<file path="src/capture_compare_pwm_control_defines.svh">
// register offsets, field positions, mode codes and reset values of the capture/compare/pwm unit
`ifndef CAPTURE_COMPARE_PWM_CONTROL_DEFINES_SVH
`define CAPTURE_COMPARE_PWM_CONTROL_DEFINES_SVH

`define ADDR_W             12
`define OFS_UNIT_CONTROL   12'h000
`define OFS_CAPTURE_SELECT 12'h004
`define OFS_VALUE_LOW      12'h008
`define OFS_VALUE_HIGH     12'h00c
`define OFS_IRQ_STATUS     12'h010
`define OFS_IRQ_MASK       12'h014

`define CTRL_ENABLE_BIT    7
`define CTRL_OUTPUT_BIT    5
`define CTRL_FORMAT_BIT    4
`define CTRL_WRITE_MASK    8'h9f
`define CAPSEL_WRITE_MASK  8'h07
`define CTRL_RESET         8'h00
`define CAPSEL_RESET       8'h00
`define VALUE_RESET        8'h00
`define IRQ_EVENT_BIT      0

`define MODE_OFF           4'h0
`define MODE_TOGGLE_CLEAR  4'h1
`define MODE_TOGGLE        4'h2
`define MODE_CAP_EDGE      4'h3
`define MODE_CAP_FALL      4'h4
`define MODE_CAP_RISE      4'h5
`define MODE_CAP_RISE4     4'h6
`define MODE_CAP_RISE16    4'h7
`define MODE_SET_ON_MATCH  4'h8
`define MODE_CLR_ON_MATCH  4'h9
`define MODE_PULSE         4'ha
`define MODE_PULSE_CLEAR   4'hb
`define PRESCALE_4_LAST    4'h3
`define PRESCALE_16_LAST   4'hf

`endif

</file>
<file path="src/capture_compare_pwm_control_pkg.sv">
// types shared by the capture/compare/pwm unit
package capture_compare_pwm_control_pkg;

	typedef enum logic [1:0] {
		kind_off,
		kind_capture,
		kind_compare,
		kind_pwm
	} unit_kind_t;

	typedef struct packed {
		logic [3:0] logic_cell_outputs;
		logic       pin_change_event;
		logic       comparator_two_output;
		logic       comparator_one_output;
		logic       mapped_capture_pin;
	} capture_sources_t;

	typedef struct packed {
		logic [7:0] timer_one_high;
		logic [7:0] timer_one_low;
	} timer_one_t;

endpackage

</file>
<file path="src/capture_compare_pwm_control.sv">
// capture/compare/pwm unit: apb registers, capture, compare match, pwm output and events
//
// Notes on behaviour
// - control bit 5 reads the live output level; writes to it are ignored.
// - control bits 3..0 select capture, compare or pwm behaviour.
// - mode codes 1100 to 1111 run pwm on the timer two time base.
// - capture event loads low value byte from timer one low byte.
// - compare mode matches both value bytes against timer one low and high bytes.
// - pwm right aligned: low byte holds eight least significant width bits.
// - pwm left aligned: low bits 7..6 are width lsbs, 5..0 ignored.
// - every capture, compare or pwm event sets the unit event flag.
// - when selected as converter trigger, each unit event starts a conversion.
// - three-bit field picks pin, comparator one/two, pin change or logic cells.
// - capture select bits 7..3 and control bit 6 always read zero.
// - pwm right aligned: high bits 1..0 are width msbs, 7..2 unused.
// - capture event loads high value byte from timer one high byte.
`timescale 1ns/1ps
`default_nettype none
`include "capture_compare_pwm_control_defines.svh"

module capture_compare_pwm_control
	import capture_compare_pwm_control_pkg::*;
(
	input  wire logic                sys_clk_i,
	input  wire logic                reset_n_i,
	input  wire logic                psel_i,
	input  wire logic                penable_i,
	input  wire logic                pwrite_i,
	input  wire logic [`ADDR_W-1:0]  paddr_i,
	input  wire logic [31:0]         pwdata_i,
	output logic      [31:0]         prdata_o,
	output logic                     pready_o,
	output logic                     pslverr_o,
	input  wire timer_one_t          timer_one_i,
	input  wire logic                period_start_i,
	input  wire logic [9:0]          pwm_time_base_i,
	input  wire capture_sources_t    capture_sources_i,
	input  wire logic                adc_source_selected_i,
	output logic                     unit_output_o,
	output logic                     unit_event_o,
	output logic                     adc_trigger_o,
	output logic                     timer_one_clear_o,
	output logic                     irq_o
);

	function automatic unit_kind_t mode_kind(input logic [3:0] m);
		case (m)
			`MODE_OFF: begin
				mode_kind = kind_off;
			end
			`MODE_CAP_EDGE, `MODE_CAP_FALL, `MODE_CAP_RISE,
			`MODE_CAP_RISE4, `MODE_CAP_RISE16: begin
				mode_kind = kind_capture;
			end
			default: begin
				mode_kind = m[3] & m[2] ? kind_pwm : kind_compare;
			end
		endcase
	endfunction

	////////////////////////////////////////////////////////////////////////
	// registers and decode

	logic [7:0] control_r;
	logic [7:0] capture_select_r;
	logic [7:0] value_low_r;
	logic [7:0] value_high_r;
	logic       irq_status_r;
	logic       irq_mask_r;
	logic       out_r;
	logic       out_nxt;
	logic       pready_r;
	logic       pslverr_r;
	logic [31:0] prdata_r;
	logic       event_r;
	logic       adc_r;
	logic       tclear_r;
	logic       irq_r;

	logic       wr_en;
	logic       rd_phase;
	logic       addr_ok;
	logic [7:0] rd_byte;
	logic [3:0] mode;
	unit_kind_t kind;
	logic       active;

	assign mode     = control_r[3:0];
	assign kind     = mode_kind(mode);
	assign active   = control_r[`CTRL_ENABLE_BIT] & (kind != kind_off);
	assign rd_phase = psel_i & penable_i & ~pready_r;
	assign wr_en    = psel_i & penable_i & pready_r & pwrite_i & ~pslverr_r;

	always_comb begin
		addr_ok = 1'b1;
		rd_byte = 8'h00;
		case (paddr_i)
			`OFS_UNIT_CONTROL: begin
				rd_byte = {control_r[7], 1'b0, out_r, control_r[4:0]};
			end
			`OFS_CAPTURE_SELECT: begin
				rd_byte = {5'h00, capture_select_r[2:0]};
			end
			`OFS_VALUE_LOW: begin
				rd_byte = value_low_r;
			end
			`OFS_VALUE_HIGH: begin
				rd_byte = value_high_r;
			end
			`OFS_IRQ_STATUS: begin
				rd_byte = {7'h00, irq_status_r};
			end
			`OFS_IRQ_MASK: begin
				rd_byte = {7'h00, irq_mask_r};
			end
			default: begin
				addr_ok = 1'b0;
			end
		endcase
	end

	// one wait state: ready rises in the second access cycle, data captured in the first
	always_ff @(posedge sys_clk_i) begin
		if (!reset_n_i) begin
			pready_r  <= 1'b0;
			pslverr_r <= 1'b0;
			prdata_r  <= 32'h0000_0000;
		end else begin
			pready_r <= rd_phase;
			if (rd_phase) begin
				pslverr_r <= ~addr_ok;
				prdata_r  <= {24'h00_0000, rd_byte};
			end else begin
				pslverr_r <= 1'b0;
			end
		end
	end

	always_ff @(posedge sys_clk_i) begin
		if (!reset_n_i) begin
			control_r        <= `CTRL_RESET;
			capture_select_r <= `CAPSEL_RESET;
			irq_mask_r       <= 1'b0;
		end else if (wr_en) begin
			if (paddr_i == `OFS_UNIT_CONTROL) begin
				control_r <= pwdata_i[7:0] & `CTRL_WRITE_MASK;
			end
			if (paddr_i == `OFS_CAPTURE_SELECT) begin
				capture_select_r <= pwdata_i[7:0] & `CAPSEL_WRITE_MASK;
			end
			if (paddr_i == `OFS_IRQ_MASK) begin
				irq_mask_r <= pwdata_i[`IRQ_EVENT_BIT];
			end
		end
	end

	////////////////////////////////////////////////////////////////////////
	// capture trigger selection and edge detection

	logic       trig_sel;
	logic       trig_prev_r;
	logic       trig_rise;
	logic       trig_fall;
	logic [3:0] presc_r;
	logic       capture_hit;

	always_comb begin
		case (capture_select_r[2:0])
			3'h0: trig_sel = capture_sources_i.mapped_capture_pin;
			3'h1: trig_sel = capture_sources_i.comparator_one_output;
			3'h2: trig_sel = capture_sources_i.comparator_two_output;
			3'h3: trig_sel = capture_sources_i.pin_change_event;
			default: trig_sel = capture_sources_i.logic_cell_outputs[capture_select_r[1:0]];
		endcase
	end

	assign trig_rise = trig_sel & ~trig_prev_r;
	assign trig_fall = ~trig_sel & trig_prev_r;

	always_comb begin
		capture_hit = 1'b0;
		if (active && kind == kind_capture) begin
			case (mode)
				`MODE_CAP_EDGE:   capture_hit = trig_rise | trig_fall;
				`MODE_CAP_FALL:   capture_hit = trig_fall;
				`MODE_CAP_RISE:   capture_hit = trig_rise;
				`MODE_CAP_RISE4:  capture_hit = trig_rise & (presc_r == `PRESCALE_4_LAST);
				`MODE_CAP_RISE16: capture_hit = trig_rise & (presc_r == `PRESCALE_16_LAST);
				default:          capture_hit = 1'b0;
			endcase
		end
	end

	always_ff @(posedge sys_clk_i) begin
		if (!reset_n_i) begin
			trig_prev_r <= 1'b0;
		end else begin
			trig_prev_r <= trig_sel;
		end
	end

	// prescaler restarts whenever the unit leaves a prescaled capture mode
	always_ff @(posedge sys_clk_i) begin
		if (!reset_n_i) begin
			presc_r <= 4'h0;
		end else if (!active || (mode != `MODE_CAP_RISE4 && mode != `MODE_CAP_RISE16)) begin
			presc_r <= 4'h0;
		end else if (capture_hit) begin
			presc_r <= 4'h0;
		end else if (trig_rise) begin
			presc_r <= presc_r + 4'h1;
		end
	end

	////////////////////////////////////////////////////////////////////////
	// compare match, edge-qualified so a stopped timer raises one event only

	logic match_now;
	logic match_prev_r;
	logic cmp_hit;
	logic pulse_mode;
	logic clear_mode;

	assign match_now  = (value_low_r == timer_one_i.timer_one_low) &&
	                    (value_high_r == timer_one_i.timer_one_high);
	assign cmp_hit    = active && kind == kind_compare && match_now && !match_prev_r;
	assign pulse_mode = (mode == `MODE_PULSE) || (mode == `MODE_PULSE_CLEAR);
	assign clear_mode = (mode == `MODE_TOGGLE_CLEAR) || (mode == `MODE_PULSE_CLEAR);

	always_ff @(posedge sys_clk_i) begin
		if (!reset_n_i) begin
			match_prev_r <= 1'b0;
		end else begin
			match_prev_r <= match_now;
		end
	end

	////////////////////////////////////////////////////////////////////////
	// pwm duty assembly and period buffer

	logic [9:0] duty_value;
	logic [9:0] duty_buf_r;
	logic       pwm_start;

	assign duty_value = control_r[`CTRL_FORMAT_BIT] ?
	                    {value_high_r, value_low_r[7:6]} :
	                    {value_high_r[1:0], value_low_r};
	assign pwm_start  = active && kind == kind_pwm && period_start_i;

	always_ff @(posedge sys_clk_i) begin
		if (!reset_n_i) begin
			duty_buf_r <= 10'h000;
		end else if (pwm_start) begin
			duty_buf_r <= duty_value;
		end
	end

	////////////////////////////////////////////////////////////////////////
	// output level

	always_comb begin
		out_nxt = out_r;
		if (!active) begin
			out_nxt = 1'b0;
		end else if (kind == kind_compare) begin
			if (cmp_hit) begin
				case (mode)
					`MODE_TOGGLE_CLEAR, `MODE_TOGGLE: out_nxt = ~out_r;
					`MODE_CLR_ON_MATCH:               out_nxt = 1'b0;
					default:                          out_nxt = 1'b1;
				endcase
			end else if (pulse_mode) begin
				out_nxt = 1'b0;
			end
		end else if (kind == kind_pwm) begin
			if (pwm_start) begin
				out_nxt = (duty_value != 10'h000);
			end else if (pwm_time_base_i == duty_buf_r) begin
				out_nxt = 1'b0;
			end
		end
	end

	always_ff @(posedge sys_clk_i) begin
		if (!reset_n_i) begin
			out_r <= 1'b0;
		end else begin
			out_r <= out_nxt;
		end
	end

	////////////////////////////////////////////////////////////////////////
	// value bytes: a capture wins over a software write in the same cycle

	always_ff @(posedge sys_clk_i) begin
		if (!reset_n_i) begin
			value_low_r  <= `VALUE_RESET;
			value_high_r <= `VALUE_RESET;
		end else if (capture_hit) begin
			value_low_r  <= timer_one_i.timer_one_low;
			value_high_r <= timer_one_i.timer_one_high;
		end else if (wr_en) begin
			if (paddr_i == `OFS_VALUE_LOW) begin
				value_low_r <= pwdata_i[7:0];
			end
			if (paddr_i == `OFS_VALUE_HIGH) begin
				value_high_r <= pwdata_i[7:0];
			end
		end
	end

	////////////////////////////////////////////////////////////////////////
	// events, converter trigger and interrupt

	logic unit_event;

	assign unit_event = capture_hit | cmp_hit | pwm_start;

	always_ff @(posedge sys_clk_i) begin
		if (!reset_n_i) begin
			event_r  <= 1'b0;
			adc_r    <= 1'b0;
			tclear_r <= 1'b0;
		end else begin
			event_r  <= unit_event;
			adc_r    <= unit_event & adc_source_selected_i;
			tclear_r <= cmp_hit & clear_mode;
		end
	end

	// set beats a write-one-to-clear landing in the same cycle
	always_ff @(posedge sys_clk_i) begin
		if (!reset_n_i) begin
			irq_status_r <= 1'b0;
		end else if (unit_event) begin
			irq_status_r <= 1'b1;
		end else if (wr_en && paddr_i == `OFS_IRQ_STATUS && pwdata_i[`IRQ_EVENT_BIT]) begin
			irq_status_r <= 1'b0;
		end
	end

	always_ff @(posedge sys_clk_i) begin
		if (!reset_n_i) begin
			irq_r <= 1'b0;
		end else begin
			irq_r <= irq_status_r & irq_mask_r;
		end
	end

	assign prdata_o          = prdata_r;
	assign pready_o          = pready_r;
	assign pslverr_o         = pslverr_r;
	assign unit_output_o     = out_r;
	assign unit_event_o      = event_r;
	assign adc_trigger_o     = adc_r;
	assign timer_one_clear_o = tclear_r;
	assign irq_o             = irq_r;
endmodule

`default_nettype wire

</file>
<file path="config.mk">
export PLATFORM = sky130hd
export DESIGN_NAME = capture_compare_pwm_control
export DESIGN_NICKNAME = d
export VERILOG_FILES = /design/src/capture_compare_pwm_control_pkg.sv /design/src/capture_compare_pwm_control.sv
export VERILOG_INCLUDE_DIRS = /design/src
export SDC_FILE = /design/constraint.sdc
export NUM_CORES = 1
export LEC_CHECK = 0
export ABC_AREA = 0
export BUFFER_PORTS_ARGS = -buffer_cell sky130_fd_sc_hd__buf_4
export CORE_MARGIN = 2
export CORE_UTILIZATION = 55
export CTS_BUF_LIST = sky130_fd_sc_hd__clkbuf_8
export CTS_CLUSTER_SIZE = 20
export DETAILED_ROUTE_END_ITERATION = 8
export PLACE_DENSITY = 0.86
export SLEW_MARGIN = 15
export SYNTH_ARGS = -nofsm -noshare
export SYNTH_HDL_FRONTEND = slang
export SYNTH_SLANG_ARGS = --single-unit
</file>
<file path="constraint.sdc">
create_clock -name sys_clk_i -period 4.3 [get_ports sys_clk_i]
set_input_delay 0.86 -clock sys_clk_i [delete_from_list [all_inputs] [get_ports sys_clk_i]]
set_output_delay 0.86 -clock sys_clk_i [all_outputs]
set_load 0.005 [all_outputs]
</file>
==> results of run 1 <==
kinds of logic after synthesis:
family	Yosys count	share of synthesized area, %
and+or+nand+nor	109	16.4
AOI/OAI and AO/OA	77	14.1
DFF	58	34.7
buffers and inverters	49	9.15
muxes	47	16.1
xor gates and xnor gates	32	8.36
adders and majority gates	3	1.12
other	1	0.112
metal layers:
layer,up-vias,share of wire [%],track usage (%)
met1,1355,41,32.7
li1,1431,-,-
met4,0,2.8,11.0
met2,124,49,41.0
met5,-,0,0
met3,23,6.8,7.25
power breakdown:
group | total, mW | internal [mW] | switching, mW
clock | 0.441 | 0.219 | 0.222
sequential | 0.539 | 0.538 | 0.000947
combinational | 0.0983 | 0.0511 | 0.0472
total | 1.08 | 0.808 | 0.270
flip-flops by register name, summed over array words and instances (netlist names):
name and flops:
prdata_o 8, adc_trigger_o 1, presc_r 4, trig_prev_r 1, match_prev_r 1, pslverr_o 1, pready_o 1, irq_mask_r 1
irq_status_r 1, value_high_r 8, irq_o 1, value_low_r 8, unit_output_o 1, timer_one_clear_o 1, duty_buf_r 10, capture_select_r 3
control_r 6, unit_event_o 1
worst max-delay path, cell delays in order:
cell and delay, ns:
buf_4 0.11, mux4_2 0.44, mux2i_1 0.24, inv_1 0.08, ha_1 0.28, o31ai_1 0.23
a311oi_1 0.07, or4b_1 0.57, buf_4 0.27, o221a_4 0.17, nor3b_2 0.17
area by class of cell:
type,instances,area [um2]
Inverter,4,15.0
Tap cell,75,93.8
Fill cell,512,1940
Sequential cell,58,1160
Clock buffer,10,138
Multi-Input combinational cell,292,1970
Clock inverter,6,32.5
Timing Repair Buffer,76,571
cell usage after synthesis, types with 2 or more instances:
master,n,area [um2]
o21ai_1,13,65.1
a22oi_1,6,45.0
xor2_1,23,201
buf_1,2,7.51
a211oi_1,11,82.6
nand4_1,4,25.0
nand2b_1,4,25.0
clkbuf_1,13,48.8
nor3b_1,2,15.0
o31ai_1,2,15.0
inv_1,3,11.3
nand3b_1,4,30.0
mux4_2,5,113
nor4_1,9,56.3
buf_6,4,45.0
mux2i_1,37,370
dfxtp_1,58,1160
mux2_2,5,56.3
xnor2_1,9,78.8
nand4b_1,2,17.5
nor2_1,49,184
nand3_1,5,25.0
nand2_1,13,48.8
buf_4,24,180
ha_1,3,37.5
o21ai_0,6,30.0
nor3_1,7,35.0
a21oi_1,32,160
buf_2,2,10.0
or3_1,2,12.5
through the flow:
step | setup WS (ns) | hold WS (ns) | total power [mW] | area (um2)
finish | 1.05 | 0.460 | 1.08 | 3980
global route | 0.838 | 0.500 | 1.12 | 3980
detailed placement | 0.702 | 0.451 | 0.649 | 3810
floorplan | 1.13 | 0.448 | 0.605 | 3440
CTS | 1.07 | 0.460 | 1.09 | 3980
global placement | 0.791 | 0.446 | 0.646 | 3810
final timing paths:
check        slack, ns            end                  from  cells after the start
max               1.05  adc_trigger_o  capture_sources_i[7]                     11
min               0.46    prdata_o[2]           prdata_o[2]                      2
max reg2reg       1.18  adc_trigger_o   capture_select_r[0]                     10
min reg2reg       0.46    prdata_o[2]           prdata_o[2]                      2
==> metrics.txt, run 1 <==
grt ovf 0; Die W 82.1 um; post-synthesis average cell area 8.91 um2; Leak 1.71 nW; Slew HR 23.6%; Warnings, synthesis 0; number of DRC markers in iteration 0 308; Cell Rows 28; PD cells 271 mW/mm2; CTS root buf clkbuf_8; Req. time, crit path 4.55 ns; number of max-cap violations 0; Port Buffers 75; drt pass-1 iters 5; Post-synth EDFFs 0; TritonCTS clock tree built; CP Class in -> reg; DP HPWL 6120 um; WP data arrival 3.50 ns; Setup crit start kind input pin; # clock sinks 58; final hold violations 0; Worst Tran Pin Value 1.14 ns; Antenna Cells 0; Fmax achieved 308 MHz; register area share after synthesis 34.7%; Core ar. 0.00592 mm2; peak supply drop 0.000212 V; PostCTS Resize Cnt 0; Final GP Congestion 0.925; clock buffer depth 2; Inst Count DP 505; initial antenna violation count 0; post-route clock skew 0.00460 ns; largest net degree at the start of global routing 36; clock period minus worst slack 3.25 ns; layout cells sized above 1 24.4%; status complete, no violations; Post-Syn Instances 376; Area Growth Syn to Fin 18.8%; critical path peak fanout 33; Post-CTS Setup Repair Bufs 0; synthesized cell area 0.00335 mm2; final WL 8140 um; Die Area 0.00673 mm2; Post-Route Setup TNS 0 ns; Post-DRT Antenna Nets 0; Nets 529; hold buffers post-CTS 0; FF+latch count, synth 58; vias in the first global route 2738; Final Cycle Share 75.5%; most frequent cells in the layout 76 x buf_4, 58 x dfxtp_1, 49 x nor2_1; Reg clk slew, reported paths 0.06 ns; vias per std cell 5.63; Crit. End Element flip-flop; Pins Over Slew Limit 0; GRT Util Overall 25.8%; RSZ-0062 raised after global routing false; Synth cell types 47; Initial Util 56.6%; die height 82.1 um; global-route wire length before repair 12900 um; I/O Pins 124; Worst-Skew Late Latency 0.35 ns; Synth async-reset ratio 0%; # setup viols final 0; drt drc 0; total vias in the final route 2933; CTS buffer count 9; post-route insts no fill 521; dominant synthesized flop cell dfxtp_1; drt wl/cell 15.6 um; fin util 67.2%; H-tree Lvls 3; most common cell after layout, fill and taps aside buf_4; Hold Crit Class reg -> reg
No activity file was read; power rests on OpenSTA's default activity.
==> inputs of run 2 (changes only) <==
Settings changed: ABC_AREA 0 to 1, CORE_UTILIZATION 55 to 52, PLACE_DENSITY 0.86 to 0.8.
Clock period 4.3 ns to 3 ns, I/O delays scaled along.
==> run 2 against run 1 <==
Effect of this change: flip-flop and latch count unchanged; die area grew 14%; sequential power is 44% higher; non-clock buffer count grew 3; via count increased by 28%; synthesized area is 8.7% higher; utilization shrank 2.8 points; critical path depth grew 2; sequential share of layout area shrank 2.6 points; clock skew grew 0.0024 ns; power grew 53%; largest cell class unchanged; highest routed layer unchanged.
==> metrics.txt, run 2 <==
clock period minus worst slack 2.47 ns; FILL cells 639 (+25%); Cell Rows 30 (+7.1%); Crit. End Element flip-flop; final WL 9570 um (+18%); Final GP Congestion 0.944 (+2.0%); CTS buffer count 9 (unchanged); Final WS setup 0.534 ns (-0.518 ns); Post-CTS Setup Repair Bufs 0 (unchanged); area leader, netlist dfxtp_1; initial antenna violation count 0 (unchanged); global-route wire length before repair 15500 um (+20%); peak supply drop 0.000324 V (+53%); drt wl/cell 13.2 um (-16%); most frequent cells in the layout 103 x nand2_1, 86 x nand3_1, 79 x buf_4; Inst Count DP 710 (+41%); top cell type's share of synthesized area 31.9% (-2.8 points); area used by multi-input combinational logic 0.00205 mm2 (+4.2%); Largest Register duty_buf_r; PD cells 378 mW/mm2 (+40%); Power, Total 1.66 mW (+53%); # clock sinks 58 (unchanged); Area Growth Syn to Fin 20.1%; FF+latch count, synth 58 (unchanged); max reg flops 10 (unchanged); I/O Pins 124 (unchanged); setup slack, reg-to-reg 0.53 ns (-0.65 ns); most common cell in the netlist nand2_1; Final Cycle Share 82.2%; Setup crit start kind flip-flop; CP Class reg -> reg; largest net degree at the start of global routing 35 (-2.8%); Antenna Cells 0 (unchanged); Post-DRT Antenna Nets 0 (unchanged); Req. time, crit path 3.24 ns (-1.31 ns); worst reg2reg path depth 13 (+3); Initial Util 53.6% (-3.0 points); Post-synth EDFFs 0 (unchanged); Reg clk slew, reported paths 0.06 ns (about the same); Leak 2.03 nW (+19%); Worst Tran Pin Value 0.606 ns (-0.536 ns); Sequential Area 0.00116 mm2 (unchanged); Post-Route Setup TNS 0 ns (unchanged); Nets 713 (+35%); most used cell, CP inv_1; total vias in the final route 3751 (+28%); post-route insts no fill 726 (+39%); Synth async-reset ratio 0% (unchanged); hold_sp irq_mask_r; Warnings, synthesis 0 (unchanged); Fmax achieved 405 MHz; hold buffers post-CTS 0 (unchanged); number of DRC markers in iteration 0 268 (-13%); H-tree Lvls 3 (unchanged); PostCTS Resize Cnt 0 (unchanged); Slew HR 59.5% (+36 points); Synth cell types 39 (-17%); final hold violations 0 (unchanged); grt ovf 0 (unchanged); Post-Syn Instances 552 (+47%); # setup viols final 0 (unchanged); Synth top cells by count 103 x nand2_1, 86 x nand3_1, 67 x nor2_1; status complete, no violations; number of max-cap violations 0 (unchanged); Core ar. 0.00679 mm2 (+15%); register area share after synthesis 31.9% (-2.8 points); Worst-Skew Late Latency 0.34 ns (about the same); post-route clock skew 0.00703 ns (+0.00244 ns); Die Area 0.00769 mm2 (+14%); TritonCTS clock tree built; Final Cell Area 0.00437 mm2 (+9.9%); die height 87.7 um (+6.9%); drt pass-1 iters 5 (unchanged); clock buffer depth 2 (unchanged); Port Buffers 75 (unchanged); Hold Path End irq_o; WP data arrival 2.71 ns (-0.79 ns); Worst R2R Start capture_select_r[1]; CTS root buf clkbuf_8; dominant cells by area after synthesis dfxtp_1 32%, nand3_1 12%, nand2_1 11%; vias per std cell 5.17 (-8.2%); setup slack at placement 0.381 ns (-0.321 ns); Hold Crit Class reg -> reg; critical path's slowest cell dfxtp_1; DP HPWL 7250 um (+18%); CP max stage delay 0.33 ns (-0.24 ns); post-synthesis average cell area 6.60 um2 (-26%); vias in the first global route 3369 (+23%); dpl cell area 0.00417 mm2 (+9.5%); layout cells sized above 1 18.9% (-5.6 points); RR Endpoint value_high_r[6]; critical path peak fanout 34 (+3.0%); GRT Util Overall 26.0% (+0.19 points); synthesized cell area 0.00364 mm2 (+8.7%); RSZ-0062 raised after global routing false; crit path cell chain inv_1, nor2_1, o221a_2, a31oi_1, ha_1, o31ai_1, inv_1, nand2_4, nand2_4, nand3_1, nand3_1, nand2_1, inv_1; Die W 87.7 um (+6.9%); most common cell after layout, fill and taps aside nand2_1; dominant synthesized flop cell dfxtp_1; drt drc 0 (unchanged); Hold Path Cell Cnt 2 (unchanged); Pins Over Slew Limit 0 (unchanged)
run 2: logic make-up after synthesis:
family,synth area share [%]
buffers and inverters,14.2
multiplexers,0.275
flip-flops,31.9
AND/OR/NAND/NOR,35.4
adder cells (fa/ha/maj),1.03
AO/OA/AOI/OAI,11.6
other,0.103
XOR/XNOR,5.53
run 2: worst max path at each step:
stage                    startpoint  slack (ns)  cells past startpoint         endpoint
2_1_floorplan  capture_sources_i[1]        0.71                     13   value_low_r[5]
5_1_grt         capture_select_r[1]        0.33                     13  value_high_r[2]
4_1_cts         capture_select_r[1]        0.58                     13  value_high_r[2]
3_5_place_dp   capture_sources_i[1]        0.38                     13  value_high_r[2]
6_report        capture_select_r[1]        0.53                     13  value_high_r[6]
3_3_place_gp   capture_sources_i[1]        0.45                     13   value_low_r[7]
run 2: power breakdown:
part	leakage, nW	switching [mW]	internal [mW]	total, mW
registers	0.468	0.00157	0.773	0.774
clock network	0.105	0.307	0.424	0.731
logic	1.46	0.0753	0.0748	0.150
total	2.03	0.384	1.27	1.66
run 2: layer usage:
metal  vias to the layer above  global-route usage (%)  routed length (um)
li1                       1889                       -                   -
met1                      1704                    33.3                4050
met2                       144                    43.0                4670
met3                        14                    6.60                 681
met4                         0                    7.97                 170
met5                         -                       0                   0
run 2: critical path: cells and delay by family (launching register included):
kind                       cells  cell delay, ns
AOI/OAI and AO/OA              3            0.74
adders and majority gates      1            0.29
buffers and inverters          3            0.32
DFF                            1            0.33
and+or+nand+nor                6            0.68
run 2: per-stage QoR:
step	util, %	hold WS [ns]
6_report	64.4	0.458
5_1_grt	64.4	0.486
4_1_cts	64.4	0.461
3_5_place_dp	61.4	0.452
3_3_place_gp	61.4	0.441
2_1_floorplan	-	0.430
run 2: cell type report:
cell class	count	share of cell area, %
clock inverter	5	1.20
inverter	65	5.58
sequential	58	26.5
multi-input combinational	412	46.9
clock buffer	11	3.46
tap	96	2.75
timing repair buffer	79	13.6
